$ cat config.mk
export PLATFORM = sky130hd
export DESIGN_NAME = nv_memory_write_control
export DESIGN_NICKNAME = d
export VERILOG_FILES = /design/src/nvm_pkg.sv /design/src/nv_memory_write_control.sv /design/src/nv_unlock_seq.sv
export SDC_FILE = /design/constraint.sdc
export NUM_CORES = 1
export LEC_CHECK = 0
export BUFFER_PORTS_ARGS = -buffer_cell sky130_fd_sc_hd__buf_2
export CAP_MARGIN = 20
export CORE_ASPECT_RATIO = 1.4
export CORE_UTILIZATION = 45
export CTS_BUF_LIST = sky130_fd_sc_hd__clkbuf_4 sky130_fd_sc_hd__clkbuf_8
export CTS_CLUSTER_SIZE = 12
export DETAILED_ROUTE_END_ITERATION = 8
export GPL_ROUTABILITY_DRIVEN = 1
export PLACE_DENSITY = 0.73
export SYNTH_ARGS = -nofsm -noshare
export SYNTH_HDL_FRONTEND = slang
export SYNTH_SLANG_ARGS = --single-unit
export TNS_END_PERCENT = 100
$ cat constraint.sdc
create_clock -name sys_clk -period 1.45 [get_ports sys_clk]
set_clock_uncertainty 0.1 [all_clocks]
set_input_delay 0.29 -clock sys_clk [delete_from_list [all_inputs] [get_ports sys_clk]]
set_output_delay 0.29 -clock sys_clk [all_outputs]
set_load 0.02 [all_outputs]
$ cat src/nvm_pkg.sv
// Purpose: Constants for the nonvolatile write control block.
// Assumes: Byte registers, except the 10-bit address, on an AXI4-Lite slave with 32-bit data, one word each.
// Notes: Offsets are byte addresses; unused upper data bits read as zero.
package nvm_pkg;
  localparam int ADDR_W = 5;
  localparam int NV_ADDR_W = 10;
  localparam logic [4:0] OFS_CTRL = 5'h00;
  localparam logic [4:0] OFS_UNLOCK = 5'h04;
  localparam logic [4:0] OFS_DATA = 5'h08;
  localparam logic [4:0] OFS_ADDR = 5'h0c;
  localparam logic [4:0] OFS_STATUS = 5'h10;
  localparam logic [4:0] OFS_ENABLE = 5'h14;
  localparam int CTRL_PGM_BIT = 7;
  localparam int CTRL_CFG_BIT = 6;
  localparam int CTRL_ERASE_BIT = 4;
  localparam int CTRL_ABORT_BIT = 3;
  localparam int CTRL_ALLOW_BIT = 2;
  localparam int CTRL_TRIG_BIT = 1;
  localparam int DONE_BIT = 4;
  localparam logic [7:0] ENABLE_RW_MASK = 8'h5f;
  localparam logic [7:0] ENABLE_RST = 8'h00;
  localparam logic [7:0] DATA_RST = 8'h00;
  localparam logic [9:0] NV_ADDR_RST = 10'h000;
  localparam logic [7:0] UNLOCK_KEY_FIRST = 8'h55;
  localparam logic [7:0] UNLOCK_KEY_SECOND = 8'haa;
  localparam logic [1:0] RESP_OKAY = 2'h0;
  localparam logic [1:0] RESP_SLVERR = 2'h2;
  typedef enum logic [1:0]
  {
    SPACE_DATA = 2'b00,
    SPACE_PROG = 2'b01,
    SPACE_CFG = 2'b10
  } space_t;
endpackage

$ cat src/nv_memory_write_control.sv
// Purpose: Software control of writes and erases to nonvolatile storage.
// Assumes: Memory back end holds the request level until it pulses memDone.
// Notes: Register map and unlock keys are in nvm_pkg.
//
// The AXI4-Lite slave port and the register offsets were left to the implementer.
`timescale 1ns/1ps
`default_nettype none
module nv_memory_write_control (
  // Clock, reset, enable
  input wire logic sys_clk,
  input wire logic rstn,
  input wire logic ce,
  // AXI4-Lite write address
  input wire logic awvalid,
  output logic awready,
  input wire logic [4:0] awaddr,
  // AXI4-Lite write data
  input wire logic wvalid,
  output logic wready,
  input wire logic [31:0] wdata,
  input wire logic [3:0] wstrb,
  // AXI4-Lite write response
  output logic bvalid,
  input wire logic bready,
  output logic [1:0] bresp,
  // AXI4-Lite read address
  input wire logic arvalid,
  output logic arready,
  input wire logic [4:0] araddr,
  // AXI4-Lite read data
  output logic rvalid,
  input wire logic rready,
  output logic [31:0] rdata,
  output logic [1:0] rresp,
  // Device reset events
  input wire logic extResetPinEvent,
  input wire logic watchdogResetEvent,
  // Memory back end
  output logic memReq,
  output logic memErase,
  output logic [1:0] memSpace,
  output logic [9:0] memAddr,
  output logic [7:0] memData,
  input wire logic memDone,
  // Interrupt
  output logic irq
);
  typedef enum logic
  {
    IDLE = 1'b0,
    BUSY = 1'b1
  } op_t;

  op_t opState;
  logic awHeld;
  logic wHeld;
  logic [4:0] awaddrHeld;
  logic [31:0] wdataHeld;
  logic [3:0] wstrbHeld;
  logic pgmSel;
  logic cfgSel;
  logic eraseArm;
  logic abortFlag;
  logic writeAllow;
  logic [7:0] dataByte;
  logic [9:0] nvAddr;
  logic doneFlag;
  logic [7:0] enableReg;
  logic unlocked;

  wire busy = (opState == BUSY);
  wire resetEvt = extResetPinEvent | watchdogResetEvent;
  wire doWrite = ce && awHeld && wHeld && !bvalid;
  wire lane0 = wstrbHeld[0];
  wire wHitCtrl = (awaddrHeld == nvm_pkg::OFS_CTRL);
  wire wHitUnlock = (awaddrHeld == nvm_pkg::OFS_UNLOCK);
  wire wHitData = (awaddrHeld == nvm_pkg::OFS_DATA);
  wire wHitAddr = (awaddrHeld == nvm_pkg::OFS_ADDR);
  wire wHitStatus = (awaddrHeld == nvm_pkg::OFS_STATUS);
  wire wHitEnable = (awaddrHeld == nvm_pkg::OFS_ENABLE);
  wire wMapped = wHitCtrl | wHitUnlock | wHitData | wHitAddr | wHitStatus | wHitEnable;
  wire wrCtrl = doWrite && wHitCtrl && lane0;
  wire wrUnlock = doWrite && wHitUnlock && lane0;
  wire wrData = doWrite && wHitData && lane0;
  wire wrAddrLo = doWrite && wHitAddr && lane0;
  wire wrAddrHi = doWrite && wHitAddr && wstrbHeld[1];
  wire wrStatus = doWrite && wHitStatus && lane0;
  wire wrEnable = doWrite && wHitEnable && lane0;
  wire wrOther = doWrite && !wHitUnlock;
  wire trigReq = wrCtrl && wdataHeld[nvm_pkg::CTRL_TRIG_BIT];
  wire start = trigReq && writeAllow && unlocked && !busy && !resetEvt;
  wire finish = ce && busy && memDone && !resetEvt;
  wire doneClear = wrStatus && wdataHeld[nvm_pkg::DONE_BIT];
  wire [1:0] selSpace = cfgSel ? nvm_pkg::SPACE_CFG :
                        (pgmSel ? nvm_pkg::SPACE_PROG : nvm_pkg::SPACE_DATA);

  // Read decode; the unlock port has no storage behind it.
  wire rHitCtrl = (araddr == nvm_pkg::OFS_CTRL);
  wire rHitUnlock = (araddr == nvm_pkg::OFS_UNLOCK);
  wire rHitData = (araddr == nvm_pkg::OFS_DATA);
  wire rHitAddr = (araddr == nvm_pkg::OFS_ADDR);
  wire rHitStatus = (araddr == nvm_pkg::OFS_STATUS);
  wire rHitEnable = (araddr == nvm_pkg::OFS_ENABLE);
  wire rMapped = rHitCtrl | rHitUnlock | rHitData | rHitAddr | rHitStatus | rHitEnable;
  wire [7:0] ctrlView = {pgmSel, cfgSel, 1'b0, eraseArm, abortFlag, writeAllow, busy, 1'b0};
  wire [7:0] statusView = {3'h0, doneFlag, 4'h0};
  wire [31:0] readMux =
    rHitCtrl ? {24'h000000, ctrlView} :
    rHitData ? {24'h000000, dataByte} :
    rHitAddr ? {22'h0, nvAddr} :
    rHitStatus ? {24'h000000, statusView} :
    rHitEnable ? {24'h000000, enableReg} :
    32'h00000000;

  assign awready = !awHeld && !bvalid;
  assign wready = !wHeld && !bvalid;
  assign arready = !rvalid;

  always_ff @(posedge sys_clk)
  begin
    if (!rstn)
    begin
      awHeld <= 1'b0;
      wHeld <= 1'b0;
      awaddrHeld <= 5'h00;
      wdataHeld <= 32'h00000000;
      wstrbHeld <= 4'h0;
      bvalid <= 1'b0;
      bresp <= nvm_pkg::RESP_OKAY;
    end
    else if (ce)
    begin
      if (awvalid && awready)
      begin
        awHeld <= 1'b1;
        awaddrHeld <= awaddr;
      end
      if (wvalid && wready)
      begin
        wHeld <= 1'b1;
        wdataHeld <= wdata;
        wstrbHeld <= wstrb;
      end
      if (doWrite)
      begin
        awHeld <= 1'b0;
        wHeld <= 1'b0;
        bvalid <= 1'b1;
        bresp <= wMapped ? nvm_pkg::RESP_OKAY : nvm_pkg::RESP_SLVERR;
      end
      else if (bvalid && bready)
        bvalid <= 1'b0;
    end
  end

  always_ff @(posedge sys_clk)
  begin
    if (!rstn)
    begin
      rvalid <= 1'b0;
      rdata <= 32'h00000000;
      rresp <= nvm_pkg::RESP_OKAY;
    end
    else if (ce)
    begin
      if (arvalid && arready)
      begin
        rvalid <= 1'b1;
        rdata <= readMux;
        rresp <= rMapped ? nvm_pkg::RESP_OKAY : nvm_pkg::RESP_SLVERR;
      end
      else if (rvalid && rready)
        rvalid <= 1'b0;
    end
  end

  nv_unlock_seq unlockSeq (
    .sys_clk(sys_clk),
    .rstn(rstn),
    .ce(ce),
    .keyWrite(wrUnlock),
    .keyData(wdataHeld[7:0]),
    .breakSeq(wrOther | resetEvt),
    .consume(trigReq),
    .unlocked(unlocked)
  );

  // Control bits; a device reset event keeps only the abort flag history.
  always_ff @(posedge sys_clk)
  begin
    if (!rstn)
    begin
      pgmSel <= 1'b0;
      cfgSel <= 1'b0;
      eraseArm <= 1'b0;
      abortFlag <= 1'b0;
      writeAllow <= 1'b0;
    end
    else if (ce && resetEvt)
    begin
      pgmSel <= 1'b0;
      cfgSel <= 1'b0;
      eraseArm <= 1'b0;
      writeAllow <= 1'b0;
      abortFlag <= abortFlag | busy;
    end
    else if (wrCtrl)
    begin
      pgmSel <= wdataHeld[nvm_pkg::CTRL_PGM_BIT];
      cfgSel <= wdataHeld[nvm_pkg::CTRL_CFG_BIT];
      eraseArm <= wdataHeld[nvm_pkg::CTRL_ERASE_BIT];
      abortFlag <= wdataHeld[nvm_pkg::CTRL_ABORT_BIT];
      writeAllow <= wdataHeld[nvm_pkg::CTRL_ALLOW_BIT];
    end
  end

  // The trigger bit is the busy state, so a written zero cannot cut an operation short.
  always_ff @(posedge sys_clk)
  begin
    if (!rstn)
    begin
      opState <= IDLE;
      memErase <= 1'b0;
      memSpace <= nvm_pkg::SPACE_DATA;
    end
    else if (ce)
    begin
      case (opState)
        IDLE:
          if (start)
          begin
            opState <= BUSY;
            memErase <= eraseArm;
            memSpace <= selSpace;
          end
        BUSY:
          if (memDone || resetEvt)
            opState <= IDLE;
        default:
          opState <= IDLE;
      endcase
    end
  end

  assign memReq = busy;
  assign memAddr = nvAddr;
  assign memData = dataByte;

  always_ff @(posedge sys_clk)
  begin
    if (!rstn)
    begin
      dataByte <= nvm_pkg::DATA_RST;
      nvAddr <= nvm_pkg::NV_ADDR_RST;
    end
    else if (ce && resetEvt)
    begin
      dataByte <= nvm_pkg::DATA_RST;
      nvAddr <= nvm_pkg::NV_ADDR_RST;
    end
    else
    begin
      if (wrData)
        dataByte <= wdataHeld[7:0];
      if (wrAddrLo)
        nvAddr[7:0] <= wdataHeld[7:0];
      if (wrAddrHi)
        nvAddr[9:8] <= wdataHeld[9:8];
    end
  end

  // Set wins over a write-one-to-clear in the same cycle.
  always_ff @(posedge sys_clk)
  begin
    if (!rstn)
    begin
      doneFlag <= 1'b0;
      enableReg <= nvm_pkg::ENABLE_RST;
    end
    else
    begin
      if (finish)
        doneFlag <= 1'b1;
      else if (doneClear)
        doneFlag <= 1'b0;
      if (wrEnable)
        enableReg <= wdataHeld[7:0] & nvm_pkg::ENABLE_RW_MASK;
    end
  end

  assign irq = doneFlag && enableReg[nvm_pkg::DONE_BIT];
endmodule
`default_nettype wire

$ cat src/nv_unlock_seq.sv
// Purpose: Tracks the two-key unlock sequence written to the unlock port.
// Assumes: Key and consume pulses are qualified by the clock enable in the caller; reset events in breakSeq are not.
// Notes: Any other register write breaks the sequence.
`timescale 1ns/1ps
`default_nettype none
module nv_unlock_seq (
  // Clock, reset and enable
  input wire logic sys_clk,
  input wire logic rstn,
  input wire logic ce,
  // Sequence events
  input wire logic keyWrite,
  input wire logic [7:0] keyData,
  input wire logic breakSeq,
  input wire logic consume,
  // Result
  output logic unlocked
);
  typedef enum logic [1:0]
  {
    LOCKED = 2'b00,
    FIRST_SEEN = 2'b01,
    OPEN = 2'b10
  } unlock_t;

  unlock_t state;
  unlock_t next_state;

  always_comb
  begin
    next_state = state;
    case (state)
      LOCKED:
        if (keyWrite && keyData == nvm_pkg::UNLOCK_KEY_FIRST)
          next_state = FIRST_SEEN;
      FIRST_SEEN:
        if (keyWrite)
          next_state = (keyData == nvm_pkg::UNLOCK_KEY_SECOND) ? OPEN : LOCKED;
        else if (breakSeq)
          next_state = LOCKED;
      OPEN:
        if (consume || keyWrite || breakSeq)
          next_state = LOCKED;
      default:
        next_state = LOCKED;
    endcase
  end

  always_ff @(posedge sys_clk)
  begin
    if (!rstn)
      state <= LOCKED;
    else if (ce)
      state <= next_state;
  end

  assign unlocked = (state == OPEN);
endmodule
`default_nettype wire

==> results.md <==
* Avg Vias per Cell at 5.151
* Synth cell count leaders: 69 x dfxtp_1, 49 x nand2_1, 34 x nor2_1, 28 x a21oi_1, 26 x buf_4
* GRT overflow at 0
* Clock Latency Late Sink at 350 ps
* Switching Fraction at 0.2474
* Hold slack at 74.54 ps
* Mapped Cells at 368
* RSZ-0062 raised after global routing: yes
* Total CTS buffers at 9
* Post-synth EDFFs at 0
* Worst reg2reg startpoint: bvalid
* Final Net Count at 546
* Psw at 1093 uW
* Final HPWL DP at 6289 um
* Critical Path Start: bvalid
* Core area at 6937 um2
* Routed wire length per instance at 14.66 um
* Share of Yosys cell area claimed by the top area cell type at 0.4292
* HP Class: in2reg
* Synth async-reset ratio at 0
* Top cells by area, synth: dfxtp_1 43%, mux2i_1 7.8%, buf_4 6.1%, nand2_1 5.7%, a21oi_1 4.4%
* Via count at 3034
* Met1 wire length at 3325 um
* First-pass GRT wire length at 13320 um
* Synth Flop Type: dfxtp_1
* Sequential share of the synthesized area at 0.4292
* Run status: finished with violations
* Vias in the first global route at 2799
* Area growth from synthesis to final layout at 37.83%
* Critical Path Sink: memAddr[6]
* Max cap viols at 0
* Num rows at 36
* CTS Hold Bufs at 0
* Crit path max fanout at 8
* Worst r2r dst: memAddr[6]
* Max Slew Vio Count at 0
* DR WL met3 at 376 um
* CTS Sinks at 69
* Initial Util at 0.4639
* Uppermost layer routed: met4
* Yosys warns at 0
* Internal power component at 3325 uW
* Cell Area, Synth at 3218 um2
* CTS tree: built
* Fin crit share at 1.039
* Worst reg-to-reg setup slack at -60 ps
* TritonRoute pass-1 iters at 5
* Critical path capture point type: flip-flop
* GP Congestion at 0.8325
* Final setup viols at 20
* Die Wd at 73.47 um
* DRC viols at 0
* Post-route ant nets at 0
* VDD IR max at 0.7325 mV
* Flops & latches, synth at 69
* Htree depth at 3
* Clock tree buffer depth at 2
* Post-synthesis cell type count at 48
* Fmax at 663.7 MHz
* Sequential power share at 0.446
* R2R depth at 6
* Worst Path Arrival at 1650 ps
* I/O pins at 121
* Die Y-Extent at 102.1 um
* Count leader, synth: dfxtp_1
* Ant diodes at 0
* Filler Cell Count at 585
* DR WL met2 at 4811 um
* Root Driver: clkbuf_8
* Clk pwr share at 0.434
* Min Clock Period, post-route at 1507 ps
* PortBufs at 72
* Startpoint types: flip-flop
* WP data required at 1600 ps
* Violated checks: setup timing
* Iter 0 DRT Violations at 165
* Final Util at 0.6394
* Pin count of the biggest net entering global routing at 34
* Leak at 0.001997 uW
* GRT Util Overall at 0.2387
* Combinational power share at 0.120
* WS Path Type: reg2reg
* Final Hold Vio Count at 0
* Pwr dens at 995.9 nW/um2
* Final Worst Setup Slack at -56.67 ps
* Mapped Avg Cell Area at 8.745 um2
* Initial antenna violation count at 0
* Die area at 7498 um2
* Final wirelength at 8637 um
* Clk slew on worst S/H paths at 70 ps
* Layout cells sized above 1 at 0.3866
* Yosys top cell by area: dfxtp_1
sequential cells by signal, indices dropped and copies added (netlist names):
name and cells:
bresp 1, memErase 1, rdata 10, eraseArm 1, rvalid 1, writeAllow 1
awaddrHeld 5, wHeld 1, rresp 1, wdataHeld 10, pgmSel 1, bvalid 1
enableReg 6, memSpace 2, abortFlag 1, unlockSeq.state 2, memData 8, wstrbHeld 2
awHeld 1, memReq 1, memAddr 10, cfgSel 1, doneFlag 1
power groups by stage:
stage	registers, uW	clock network [uW]	logic [uW]
6_report	1970	1920	531
5_1_grt	1970	2020	579
2_1_floorplan	2020	0	302
3_5_place_dp	2010	0	482
3_3_place_gp	2010	0	474
4_1_cts	1970	1930	496
per-layer routing:
layer	track usage	up-vias
met5	0	-
li1	-	1490
met4	0.08432	0
met3	0.05030	10
met1	0.2585	1445
met2	0.4488	89
how the worst min path moves through the flow:
| stage | startpoint | to | slack [ps] | cells past startpoint |
|---|---|---|---|---|
| floorplan | wdata[8] | wdataHeld[8] | 330 | 2 |
| global placement | rdata[5] | rdata[5] | 340 | 2 |
| detailed placement | rdata[5] | rdata[5] | 350 | 2 |
| CTS | wdata[4] | wdataHeld[4] | 70 | 3 |
| global route | wdata[5] | wdataHeld[5] | 80 | 3 |
| finish | wdata[5] | wdataHeld[5] | 70 | 3 |
critical path, stage by stage (launching register included):
cell     delay, ps
dfxtp_4        340
and4b_1        270
buf_6          150
nand4_2        140
buf_12         190
mux2i_2        160
nor2_1          50
cell usage in the layout, fill, tap and decap left out, types with 10 or more instances in the layout:
master,Yosys,layout
nor2_1,34,32
dfxtp_1,69,61
mux2i_1,25,23
buf_4,26,52
o21ai_1,8,10
conb_1,1,24
nand2_1,49,49
o21ai_0,13,10
buf_2,8,69
a21oi_1,28,26
stage by stage:
step	TNS, ps	instances	setup slack, ps	power, uW	area [um2]
finish	-679.4	589	-56.67	4417	4436
global route	-3753	589	-150.3	4566	4436
CTS	-464.6	584	-61.98	4391	4298
detailed placement	-3961	566	-148.3	2492	3986
global placement	-2842	566	-117.8	2483	3986
floorplan	-1096	391	-62.11	2322	3344
repair_timing:
item | in CTS | in global routing
endpoints found under the setup margin | 30 | 50
pin swaps | 6 | 4
gates resized for setup | 14 | 25
buffers inserted | 2 | 4
gates cloned | 0 | 1
cells by family after synthesis:
kind of cell | Yosys count | share of synthesized area
AO/OA/AOI/OAI | 74 | 0.1376
buffers and inverters | 48 | 0.09409
flip-flops | 69 | 0.4292
multiplexers | 27 | 0.08476
other | 1 | 0.001165
AND/OR/NAND/NOR | 149 | 0.2531
cell type report:
type / instances / area (um2) / share of cell area
Timing Repair Buffer: 132 / 903.4 / 0.2037
Multi-Input combinational cell: 274 / 1767 / 0.3983
Clock inverter: 6 / 110.1 / 0.02482
Sequential cell: 69 / 1394 / 0.3142
Clock buffer: 10 / 131.4 / 0.02962
Tap cell: 95 / 118.9 / 0.02680
Inverter: 3 / 11.26 / 0.002539
Note: power is estimated with default switching activity, not from simulation.
